### src/inc/ocmp_defs.svh
// Constants of the output compare channel: offsets, fields, resets, codes.
// Assumes byte addressing on a 32-bit AXI4-Lite bus, one word per register.
`ifndef OCMP_DEFS_SVH
`define OCMP_DEFS_SVH

// Register byte offsets
`define OCMP_OFF_CTRL 8'h00
`define OCMP_OFF_PRI 8'h04
`define OCMP_OFF_SEC 8'h08
`define OCMP_OFF_STAT 8'h0c
`define OCMP_OFF_MASK 8'h10

// Control register field positions
`define OCMP_BIT_IDLE 13
`define OCMP_BIT_FLT 4
`define OCMP_BIT_TSEL 3
`define OCMP_MODE_MSB 2
`define OCMP_MODE_LSB 0

// Event bit positions in status and mask
`define OCMP_EVT_CMP 0
`define OCMP_EVT_FLT 1

// Reset values
`define OCMP_CTRL_RST 16'h0000
`define OCMP_CMP_RST 16'h0000
`define OCMP_EVT_RST 2'h0

// Bus answers
`define OCMP_RESP_OKAY 2'h0
`define OCMP_RESP_SLVERR 2'h2

`endif

### src/inc/ocmp_pkg.sv
// Types used by the output compare channel; its match detector uses none of them.
// Assumes the constants header is compiled alongside.
package ocmp_pkg;

  // Mode field encodings
  typedef enum logic [2:0] {
    MODE_OFF = 3'h0,
    MODE_ONE_HIGH = 3'h1,
    MODE_ONE_LOW = 3'h2,
    MODE_TOGGLE = 3'h3,
    MODE_DELAYED = 3'h4,
    MODE_CONT = 3'h5,
    MODE_PWM = 3'h6,
    MODE_PWM_FLT = 3'h7
  } compare_mode_t;

  // Pulse sequencer, Gray coded along rise, fall, done
  typedef enum logic [1:0] {
    PH_RISE = 2'h0,
    PH_FALL = 2'h1,
    PH_DONE = 2'h3
  } pulse_phase_t;

  typedef struct packed {
    logic halt_in_idle;
    logic pwm_fault_flag;
    logic time_base_select;
    compare_mode_t compare_mode_field;
  } ctrl_t;

  typedef struct packed {
    logic fault;
    logic compare;
  } evt_t;

endpackage

### src/hdl/match_detect.sv
// Selects one of two shared timers and flags the first cycle it equals a value.
// Assumes timer counts are synchronous to clk and may hold over many cycles.
`timescale 1ns/1ns
module match_detect #(
  parameter int WIDTH = 16
) (
  input wire logic clk,
  input wire logic reset,
  input wire logic enable,
  input wire logic time_base_select,
  input wire logic [WIDTH-1:0] first_shared_timer,
  input wire logic [WIDTH-1:0] second_shared_timer,
  input wire logic [WIDTH-1:0] compare_value,
  output logic hit
);

  logic eq_ff;
  logic hit_ff;
  logic nxt_eq;
  logic nxt_hit;

  // Equality edge, so a timer held by its prescaler matches only once
  always_comb begin
    nxt_eq = (time_base_select ? second_shared_timer : first_shared_timer) == compare_value;
    nxt_hit = enable && nxt_eq && !eq_ff;
  end

  always_ff @(posedge clk) begin
    if (reset) begin
      eq_ff <= 1'b0;
      hit_ff <= 1'b0;
    end else begin
      eq_ff <= nxt_eq;
      hit_ff <= nxt_hit;
    end
  end

  assign hit = hit_ff;

endmodule

### src/hdl/output_compare_pwm.sv
// One output compare channel with PWM, behind an AXI4-Lite register slave.
// Assumes shared timers, rollover pulses, idle and fault inputs are synchronous to clk.
`timescale 1ns/1ns
`include "ocmp_defs.svh"

// Functional notes
// - Time select bit picks second or first timer
// - Compare against one or two values per mode
// - Match changes output as mode prescribes
// - Mode zero: disabled, pin released, no interrupt
// - Mode 1: start low, match sets high
// - Mode 2: start high, match forces low
// - Mode 3: keep level, toggle each match
// - Mode 4: one pulse between two matches
// - Mode 5: repeating pulses, interrupt on falls
// - Mode 6: PWM, start by primary nonzero
// - Mode 7: PWM, interrupt on fault falling edge
// - Fault flag set in mode 7, a control write clears
// - Halt in idle when halt bit set
// - Only channels zero and one request DMA
// - Unimplemented control bits read zero, reset zero
module output_compare_pwm #(
  parameter int CHANNEL_INDEX = 0,
  parameter int WIDTH = 16
) (
  input wire logic clk,
  input wire logic reset,
  input wire logic awvalid,
  output logic awready,
  input wire logic [7:0] awaddr,
  input wire logic wvalid,
  output logic wready,
  input wire logic [31:0] wdata,
  input wire logic [3:0] wstrb,
  output logic bvalid,
  input wire logic bready,
  output logic [1:0] bresp,
  input wire logic arvalid,
  output logic arready,
  input wire logic [7:0] araddr,
  output logic rvalid,
  input wire logic rready,
  output logic [31:0] rdata,
  output logic [1:0] rresp,
  input wire logic [WIDTH-1:0] first_shared_timer,
  input wire logic [WIDTH-1:0] second_shared_timer,
  input wire logic first_timer_rollover,
  input wire logic second_timer_rollover,
  input wire logic cpu_idle,
  input wire logic shared_fault_input,
  output logic compare_output_pin,
  output logic compare_output_enable,
  output logic irq,
  output logic dma_request
);

  // Bus state
  logic aw_hold_ff, nxt_aw_hold, w_hold_ff, nxt_w_hold;
  logic awready_ff, nxt_awready, wready_ff, nxt_wready, arready_ff, nxt_arready;
  logic bvalid_ff, nxt_bvalid, rvalid_ff, nxt_rvalid;
  logic [1:0] bresp_ff, nxt_bresp, rresp_ff, nxt_rresp;
  logic [7:0] awaddr_ff, nxt_awaddr;
  logic [31:0] wdata_ff, nxt_wdata, rdata_ff, nxt_rdata;
  logic [3:0] wstrb_ff, nxt_wstrb;
  logic commit, wr_ctrl, wr_pri, wr_sec, wr_stat, wr_mask;
  logic [15:0] wr_val, ctrl_word;

  // Channel state
  ocmp_pkg::ctrl_t ctrl_ff, nxt_ctrl;
  ocmp_pkg::pulse_phase_t phase_ff, nxt_phase;
  ocmp_pkg::evt_t status_ff, nxt_status, mask_ff, nxt_mask, evt;
  logic [WIDTH-1:0] pri_ff, nxt_pri, sec_ff, nxt_sec, duty_ff, nxt_duty, sec_target;
  logic pin_ff, nxt_pin, out_en_ff, nxt_out_en, irq_ff, nxt_irq, dma_ff, nxt_dma;
  logic fault_prev_ff, nxt_fault_prev;
  logic run, rollover, pwm_mode, hit_pri, hit_sec, fault_fall;

  // Merge a bus word into a 16-bit register honouring byte strobes
  function automatic logic [15:0] merge16(input logic [15:0] old, input logic [31:0] d,
                                          input logic [3:0] s);
    merge16 = {s[1] ? d[15:8] : old[15:8], s[0] ? d[7:0] : old[7:0]};
  endfunction

  // Unimplemented bits stay zero in the readable image
  always_comb begin
    ctrl_word = `OCMP_CTRL_RST;
    ctrl_word[`OCMP_BIT_IDLE] = ctrl_ff.halt_in_idle;
    ctrl_word[`OCMP_BIT_FLT] = ctrl_ff.pwm_fault_flag;
    ctrl_word[`OCMP_BIT_TSEL] = ctrl_ff.time_base_select;
    ctrl_word[`OCMP_MODE_MSB:`OCMP_MODE_LSB] = ctrl_ff.compare_mode_field;
  end

  // AXI4-Lite slave: address and data taken in any order, write done one edge later
  always_comb begin
    commit = aw_hold_ff && w_hold_ff && !bvalid_ff;
    nxt_awaddr = awaddr_ff;
    nxt_wdata = wdata_ff;
    nxt_wstrb = wstrb_ff;
    nxt_aw_hold = aw_hold_ff;
    nxt_w_hold = w_hold_ff;
    if (awvalid && awready_ff) begin
      nxt_aw_hold = 1'b1;
      nxt_awaddr = awaddr;
    end
    if (wvalid && wready_ff) begin
      nxt_w_hold = 1'b1;
      nxt_wdata = wdata;
      nxt_wstrb = wstrb;
    end
    wr_ctrl = commit && awaddr_ff == `OCMP_OFF_CTRL;
    wr_pri = commit && awaddr_ff == `OCMP_OFF_PRI;
    wr_sec = commit && awaddr_ff == `OCMP_OFF_SEC;
    wr_stat = commit && awaddr_ff == `OCMP_OFF_STAT;
    wr_mask = commit && awaddr_ff == `OCMP_OFF_MASK;
    wr_val = merge16(wr_ctrl ? ctrl_word : wr_pri ? 16'(pri_ff) : wr_sec ? 16'(sec_ff) :
                     (wr_mask ? 16'(mask_ff) : 16'h0000), wdata_ff, wstrb_ff);
    nxt_bresp = bresp_ff;
    nxt_bvalid = bvalid_ff && !bready;
    if (commit) begin
      nxt_aw_hold = 1'b0;
      nxt_w_hold = 1'b0;
      nxt_bvalid = 1'b1;
      nxt_bresp = (wr_ctrl || wr_pri || wr_sec || wr_stat || wr_mask) ?
                  `OCMP_RESP_OKAY : `OCMP_RESP_SLVERR;
    end
    nxt_awready = !nxt_aw_hold && !nxt_bvalid;
    nxt_wready = !nxt_w_hold && !nxt_bvalid;
    // Read path answers on the same edge that takes the address
    nxt_rdata = rdata_ff;
    nxt_rresp = rresp_ff;
    nxt_rvalid = rvalid_ff && !rready;
    if (arvalid && arready_ff) begin
      nxt_rvalid = 1'b1;
      nxt_rresp = `OCMP_RESP_OKAY;
      unique case (araddr)
        `OCMP_OFF_CTRL: nxt_rdata = {16'h0000, ctrl_word};
        `OCMP_OFF_PRI: nxt_rdata = 32'(pri_ff);
        `OCMP_OFF_SEC: nxt_rdata = 32'(sec_ff);
        `OCMP_OFF_STAT: nxt_rdata = {30'h0000_0000, status_ff};
        `OCMP_OFF_MASK: nxt_rdata = {30'h0000_0000, mask_ff};
        default: begin
          nxt_rdata = 32'h0000_0000;
          nxt_rresp = `OCMP_RESP_SLVERR;
        end
      endcase
    end
    nxt_arready = !nxt_rvalid;
  end

  always_ff @(posedge clk) begin
    if (reset) begin
      aw_hold_ff <= 1'b0;
      w_hold_ff <= 1'b0;
      awready_ff <= 1'b0;
      wready_ff <= 1'b0;
      arready_ff <= 1'b0;
      bvalid_ff <= 1'b0;
      rvalid_ff <= 1'b0;
      bresp_ff <= `OCMP_RESP_OKAY;
      rresp_ff <= `OCMP_RESP_OKAY;
      awaddr_ff <= 8'h00;
      wdata_ff <= 32'h0000_0000;
      wstrb_ff <= 4'h0;
      rdata_ff <= 32'h0000_0000;
    end else begin
      aw_hold_ff <= nxt_aw_hold;
      w_hold_ff <= nxt_w_hold;
      awready_ff <= nxt_awready;
      wready_ff <= nxt_wready;
      arready_ff <= nxt_arready;
      bvalid_ff <= nxt_bvalid;
      rvalid_ff <= nxt_rvalid;
      bresp_ff <= nxt_bresp;
      rresp_ff <= nxt_rresp;
      awaddr_ff <= nxt_awaddr;
      wdata_ff <= nxt_wdata;
      wstrb_ff <= nxt_wstrb;
      rdata_ff <= nxt_rdata;
    end
  end

  // Match detectors; in PWM the second one tracks the latched duty
  assign pwm_mode = ctrl_ff.compare_mode_field[2] && ctrl_ff.compare_mode_field[1];
  assign sec_target = pwm_mode ? duty_ff : sec_ff;
  assign run = !(ctrl_ff.halt_in_idle && cpu_idle);
  assign rollover = ctrl_ff.time_base_select ? second_timer_rollover : first_timer_rollover;

  match_detect #(.WIDTH(WIDTH)) pri_match (
    .clk(clk),
    .reset(reset),
    .enable(run),
    .time_base_select(ctrl_ff.time_base_select),
    .first_shared_timer(first_shared_timer),
    .second_shared_timer(second_shared_timer),
    .compare_value(pri_ff),
    .hit(hit_pri)
  );

  match_detect #(.WIDTH(WIDTH)) sec_match (
    .clk(clk),
    .reset(reset),
    .enable(run),
    .time_base_select(ctrl_ff.time_base_select),
    .first_shared_timer(first_shared_timer),
    .second_shared_timer(second_shared_timer),
    .compare_value(sec_target),
    .hit(hit_sec)
  );

  // Output sequencing per mode; a control write re-initialises the pin
  always_comb begin
    nxt_ctrl = ctrl_ff;
    nxt_phase = phase_ff;
    nxt_pin = pin_ff;
    nxt_duty = duty_ff;
    nxt_pri = wr_pri ? WIDTH'(wr_val) : pri_ff;
    nxt_sec = wr_sec ? WIDTH'(wr_val) : sec_ff;
    nxt_fault_prev = shared_fault_input;
    evt = '0;
    fault_fall = fault_prev_ff && !shared_fault_input;
    if (wr_ctrl) begin
      nxt_ctrl.halt_in_idle = wr_val[`OCMP_BIT_IDLE];
      nxt_ctrl.time_base_select = wr_val[`OCMP_BIT_TSEL];
      nxt_ctrl.compare_mode_field =
        ocmp_pkg::compare_mode_t'(wr_val[`OCMP_MODE_MSB:`OCMP_MODE_LSB]);
      nxt_ctrl.pwm_fault_flag = 1'b0;
      nxt_phase = ocmp_pkg::PH_RISE;
      nxt_duty = pri_ff;
      unique case (nxt_ctrl.compare_mode_field)
        ocmp_pkg::MODE_OFF: nxt_pin = 1'b0;
        ocmp_pkg::MODE_ONE_HIGH: nxt_pin = 1'b0;
        ocmp_pkg::MODE_ONE_LOW: nxt_pin = 1'b1;
        ocmp_pkg::MODE_TOGGLE: nxt_pin = pin_ff;
        ocmp_pkg::MODE_DELAYED, ocmp_pkg::MODE_CONT: nxt_pin = 1'b0;
        ocmp_pkg::MODE_PWM, ocmp_pkg::MODE_PWM_FLT: nxt_pin = pri_ff != '0;
      endcase
    end else if (run) begin
      unique case (ctrl_ff.compare_mode_field)
        ocmp_pkg::MODE_OFF: nxt_pin = 1'b0;
        ocmp_pkg::MODE_ONE_HIGH: if (hit_pri && !pin_ff) begin
          nxt_pin = 1'b1;
          evt.compare = 1'b1;
        end
        ocmp_pkg::MODE_ONE_LOW: if (hit_pri && pin_ff) begin
          nxt_pin = 1'b0;
          evt.compare = 1'b1;
        end
        ocmp_pkg::MODE_TOGGLE: if (hit_pri) begin
          nxt_pin = !pin_ff;
          evt.compare = 1'b1;
        end
        ocmp_pkg::MODE_DELAYED, ocmp_pkg::MODE_CONT: begin
          // Rise on primary, fall on secondary; only continuous mode re-arms
          if (phase_ff == ocmp_pkg::PH_RISE && hit_pri) begin
            nxt_pin = 1'b1;
            nxt_phase = ocmp_pkg::PH_FALL;
          end else if (phase_ff == ocmp_pkg::PH_FALL && hit_sec) begin
            nxt_pin = 1'b0;
            evt.compare = 1'b1;
            nxt_phase = ctrl_ff.compare_mode_field == ocmp_pkg::MODE_CONT ?
                        ocmp_pkg::PH_RISE : ocmp_pkg::PH_DONE;
          end
        end
        ocmp_pkg::MODE_PWM, ocmp_pkg::MODE_PWM_FLT: begin
          // Rollover wins over a duty match so a full period stays high
          if (rollover) begin
            nxt_duty = sec_ff;
            nxt_pin = sec_ff != '0;
          end else if (hit_sec) begin
            nxt_pin = 1'b0;
          end
          if (ctrl_ff.compare_mode_field == ocmp_pkg::MODE_PWM_FLT) begin
            if (!shared_fault_input || ctrl_ff.pwm_fault_flag) nxt_pin = 1'b0;
          end
        end
      endcase
    end
    if (run && fault_fall && nxt_ctrl.compare_mode_field == ocmp_pkg::MODE_PWM_FLT) begin
      evt.fault = 1'b1;
      nxt_ctrl.pwm_fault_flag = 1'b1;
    end
    nxt_out_en = nxt_ctrl.compare_mode_field != ocmp_pkg::MODE_OFF;
    if (nxt_ctrl.compare_mode_field == ocmp_pkg::MODE_OFF) nxt_pin = 1'b0;
    // Sticky status: an event in the clearing cycle survives
    nxt_status = (wr_stat ? (status_ff & ~ocmp_pkg::evt_t'(wr_val[1:0])) : status_ff) | evt;
    nxt_mask = wr_mask ? ocmp_pkg::evt_t'(wr_val[1:0]) : mask_ff;
    nxt_irq = |(nxt_status & nxt_mask);
    nxt_dma = (CHANNEL_INDEX < 2) && evt.compare;
  end

  always_ff @(posedge clk) begin
    if (reset) begin
      ctrl_ff <= ocmp_pkg::ctrl_t'(6'h00);
      phase_ff <= ocmp_pkg::PH_RISE;
      pin_ff <= 1'b0;
      out_en_ff <= 1'b0;
      duty_ff <= `OCMP_CMP_RST;
      pri_ff <= `OCMP_CMP_RST;
      sec_ff <= `OCMP_CMP_RST;
      status_ff <= `OCMP_EVT_RST;
      mask_ff <= `OCMP_EVT_RST;
      irq_ff <= 1'b0;
      dma_ff <= 1'b0;
      fault_prev_ff <= 1'b1;
    end else begin
      ctrl_ff <= nxt_ctrl;
      phase_ff <= nxt_phase;
      pin_ff <= nxt_pin;
      out_en_ff <= nxt_out_en;
      duty_ff <= nxt_duty;
      pri_ff <= nxt_pri;
      sec_ff <= nxt_sec;
      status_ff <= nxt_status;
      mask_ff <= nxt_mask;
      irq_ff <= nxt_irq;
      dma_ff <= nxt_dma;
      fault_prev_ff <= nxt_fault_prev;
    end
  end

  // Every output straight from a flip-flop
  assign awready = awready_ff;
  assign wready = wready_ff;
  assign bvalid = bvalid_ff;
  assign bresp = bresp_ff;
  assign arready = arready_ff;
  assign rvalid = rvalid_ff;
  assign rdata = rdata_ff;
  assign rresp = rresp_ff;
  assign compare_output_pin = pin_ff;
  assign compare_output_enable = out_en_ff;
  assign irq = irq_ff;
  assign dma_request = dma_ff;
endmodule

### config.mk
export PLATFORM = sky130hd
export DESIGN_NAME = output_compare_pwm
export DESIGN_NICKNAME = d
export VERILOG_FILES = /design/src/inc/ocmp_pkg.sv /design/src/hdl/match_detect.sv /design/src/hdl/output_compare_pwm.sv
export VERILOG_INCLUDE_DIRS = /design/src /design/src/inc
export SDC_FILE = /design/constraint.sdc
export NUM_CORES = 1
export LEC_CHECK = 0
export ABC_AREA = 0
export ABC_CLOCK_PERIOD_IN_PS = 3000
export BUFFER_PORTS_ARGS = -buffer_cell sky130_fd_sc_hd__buf_2
export CORE_MARGIN = 3
export CORE_UTILIZATION = 35
export DETAILED_ROUTE_END_ITERATION = 10
export PLACE_DENSITY_LB_ADDON = 0.12
export SETUP_SLACK_MARGIN = 0.1
export SLEW_MARGIN = 10
export SYNTH_ARGS = -nofsm -noshare
export SYNTH_HDL_FRONTEND = slang
export SYNTH_SLANG_ARGS = --single-unit
export TNS_END_PERCENT = 50
### constraint.sdc
create_clock -name clk -period 3 [get_ports clk]
set_clock_uncertainty 0.05 [all_clocks]
set_input_delay 0 -clock clk [delete_from_list [all_inputs] [get_ports clk]]
set_output_delay 0 -clock clk [all_outputs]
set_load 0.05 [all_outputs]
==> out/qor.txt <==
outcome = finished, final reports clean
unrepaired setup endpoints after global routing = false
Die Width = 139.3 µm
# DRC = 0
mux share of post-synthesis cell area = 9.076%
Yosys Warn Count = 0
largest net degree at the start of global routing = 77
CP peak stage delay = 0.59 ns
Slew Viols, Final = 0
dpl hpwl = 13550 µm
worst reg2reg path startpoint = awaddr_ff[2]
# diodes = 0
CP top delay family = simple AND/OR/NAND/NOR gates
die area = 19400 µm²
gr ovfl total = 0
First-pass DRT Iterations = 6
post-synthesis simple-gate area fraction = 22.70%
Power Density = 512.5 nW/µm²
xor/xnor cell area share of the yosys netlist = 4.508%
Compound-Gate Fraction of Synth Area = 18.17%
Worst setup startpoint = awaddr_ff[2]
CTS tree = yes
DR vias = 5979
Synth Register Bits = 120
Core ar. = 17360 µm²
worst-path maximum fanout = 15
final WL = 18960 µm
Setup Buffers After CTS = 0
CP Cell Sequence = or4_1, nor4_1, nor2_1, a21oi_1, a41o_1, a211oi_2
number of I/O port buffers = 103
IO Pins = 140
share of layout cells above drive strength 1 = 18.07%
largest family of logic cells by synthesized area = simple AND/OR/NAND/NOR gates
fmax = 407.9 MHz
first-pass GRT wire length = 30390 µm
gr usage total = 19.45%
Wirelength per Cell = 16.82 µm
Worst Hold Launch = first_shared_timer[5]
Worst-Skew Late Latency = 0.41 ns
commonest non-fill, non-tap cell in the layout = nand2_1
Slew @ Worst Pin = 0.7969 ns
period utilization = 81.71%
min cycle time layout = 2.451 ns
setup TNS = 0 ns
Worst EP arrival = 2.69 ns
Die H = 139.3 µm
number of synthesized flops with an enable pin = 0
Synth Flop Type = dfxtp_1
Post-DRT Antenna Nets = 0
initial core utilization = 35.82%
CP max stage cell = or4_1
CP Depth = 6
clock sink count = 120
worst hold path class = input port to flip-flop
Mapped Cells = 768
CTS Buf Count = 17
hold depth = 4
max_slew headroom = 46.87%
row cnt = 48
initial antenna violation count = 0
pre-CTS setup slack = 0.5872 ns
VDD IR-drop max = 0.0004120 V
critical path type = flip-flop to flip-flop
Post-Syn Area = 6217 µm²
WP data required = 3.23 ns
Root Driver = clkbuf_16
Area growth, synth to finish = 25.06%
first-iteration detailed-routing DRC count = 403
most frequent cells in the layout = 153 x nand2_1, 120 x dfxtp_1, 102 x buf_2
Post-synth ARST share = 0%
post-synth cell types = 57
vias in the first global route = 5677
crit end category = flip-flop
Pleak = 2.920 nW
clk buf depth = 2
Final Wtd Congestion = 0.8696
CTS H-tree depth = 4
MaxCap Viol Count = 0
Reg2Reg Depth = 6
clock-pin slew on the worst setup and hold paths = 0.05 ns
Nets = 986
sequential fraction of the synthesis area = 38.64%
vias per inst = 5.305
adder-cell share of the synthesized area = 0%
Mean Syn Cell Area = 8.095 µm²
final setup fails = 0
post-route setup slack = 0.5487 ns
CP Buf/Inv Count = 0
final hold violations = 0
startpoint type of the worst setup path = flip-flop
## synth_stat cells (2+ instances only)
library cell	instances	area (µm²)
clkbuf_1	37	138.9
nand3_1	6	30.03
nand3b_1	2	15.01
buf_6	2	22.52
a21o_1	11	82.58
a31oi_1	2	12.51
or3_1	8	50.05
o31ai_1	3	22.52
a21oi_1	92	460.4
a2bb2oi_1	5	43.79
o211ai_1	2	15.01
xnor2_1	20	175.2
inv_1	19	71.32
mux2i_1	53	530.5
a222oi_1	7	70.07
nor3b_1	3	22.52
a211oi_1	22	165.2
and3_1	2	12.51
nand2_1	153	574.3
o21ai_0	9	45.04
dfxtp_1	120	2402
a221oi_1	10	87.58
and3b_1	2	17.52
mux2_2	3	33.78
nor4b_1	2	17.52
or4_1	2	15.01
nand2b_1	8	50.05
or2_2	2	12.51
nor4_1	23	143.9
and2_1	5	31.28
xor2_1	12	105.1
buf_2	7	35.03
nor2_1	45	168.9
a211oi_2	2	25.02
nor2b_1	6	37.54
nand4_1	4	25.02
nor3_1	17	85.08
buf_4	21	157.7
## area by class of cell
cell class	instances	area, µm²
Fill cell	1760	9582
Multi-Input combinational cell	579	3453
Sequential cell	120	2402
Timing Repair Buffer	154	991.0
Clock buffer	23	508.0
Tap cell	225	281.5
Inverter	19	71.32
Clock inverter	7	67.56
## tightest hold or removal path, cell delays in order
cell,delay [ns]
buf_2,0.08
mux2i_1,0.12
xnor2_1,0.18
nor3_1,0.06
## path summary, 6_finish.rpt
check	to	slack, ns
setup reg to reg	compare_output_pin	0.55
setup / recovery	compare_output_pin	0.55
hold / removal	pri_match.eq_ff	0.04
hold reg to reg	pri_match.hit	0.34
## stage by stage
| stage | power (mW) | std cells | util [%] | instance area [µm²] | hold slack, ns |
|---|---|---|---|---|---|
| after floorplan | 1.934 | 785 | - | 6281 | 0.05658 |
| after global placement | 2.010 | 1061 | 39.40 | 6839 | 0.1795 |
| after detailed placement | 2.015 | 1061 | 39.40 | 6839 | 0.1804 |
| after CTS | 4.016 | 1127 | 44.80 | 7775 | 0.002353 |
| after global routing | 4.127 | 1127 | 44.80 | 7775 | 0.06120 |
| final | 3.984 | 1127 | 44.80 | 7775 | 0.03534 |
## flip-flops by register name (all words and copies together), names as in the netlist, 2 cells and up
signal / flops
mask_ff: 2
sec_ff: 16
phase_ff: 2
wdata_ff: 16
pri_ff: 16
awaddr_ff: 8
rdata: 16
wstrb_ff: 2
status_ff: 2
duty_ff: 16
ctrl_ff: 6
## metal layers
layer	wire length [µm]	part of all wire, %	vias to the layer above	global-route usage [%]
met5	0	0	-	0
met4	348	1.8	0	6.643
met3	1363	7.2	27	4.089
met2	8276	44	245	29.39
met1	8974	47	2785	27.61
li1	-	-	2922	-
## report_power, final
part / internal, mW / switching [mW] / total [mW]
clock: 1.26 / 0.710 / 1.97
combinational: 0.138 / 0.221 / 0.359
sequential: 1.63 / 0.0328 / 1.66
total: 3.02 / 0.964 / 3.98
## cell families (layout without fill, tap and decap cells)
kind of cell,after synthesis,in the layout
xor+xnor,32,32
buf+inv,86,203
mux,56,56
simple gates,298,298
compound gates,175,175
other cells,1,18
flops,120,120
## repair_timing
| action | 4_1_cts | 5_1_grt |
|---|---|---|
| resized for setup | 0 | 0 |
| hold buffers | 36 | 0 |
| setup endpoints to repair | 0 | 0 |
| endpoints found under the hold margin | 35 | 0 |
Power figures use the tool's default switching activity.
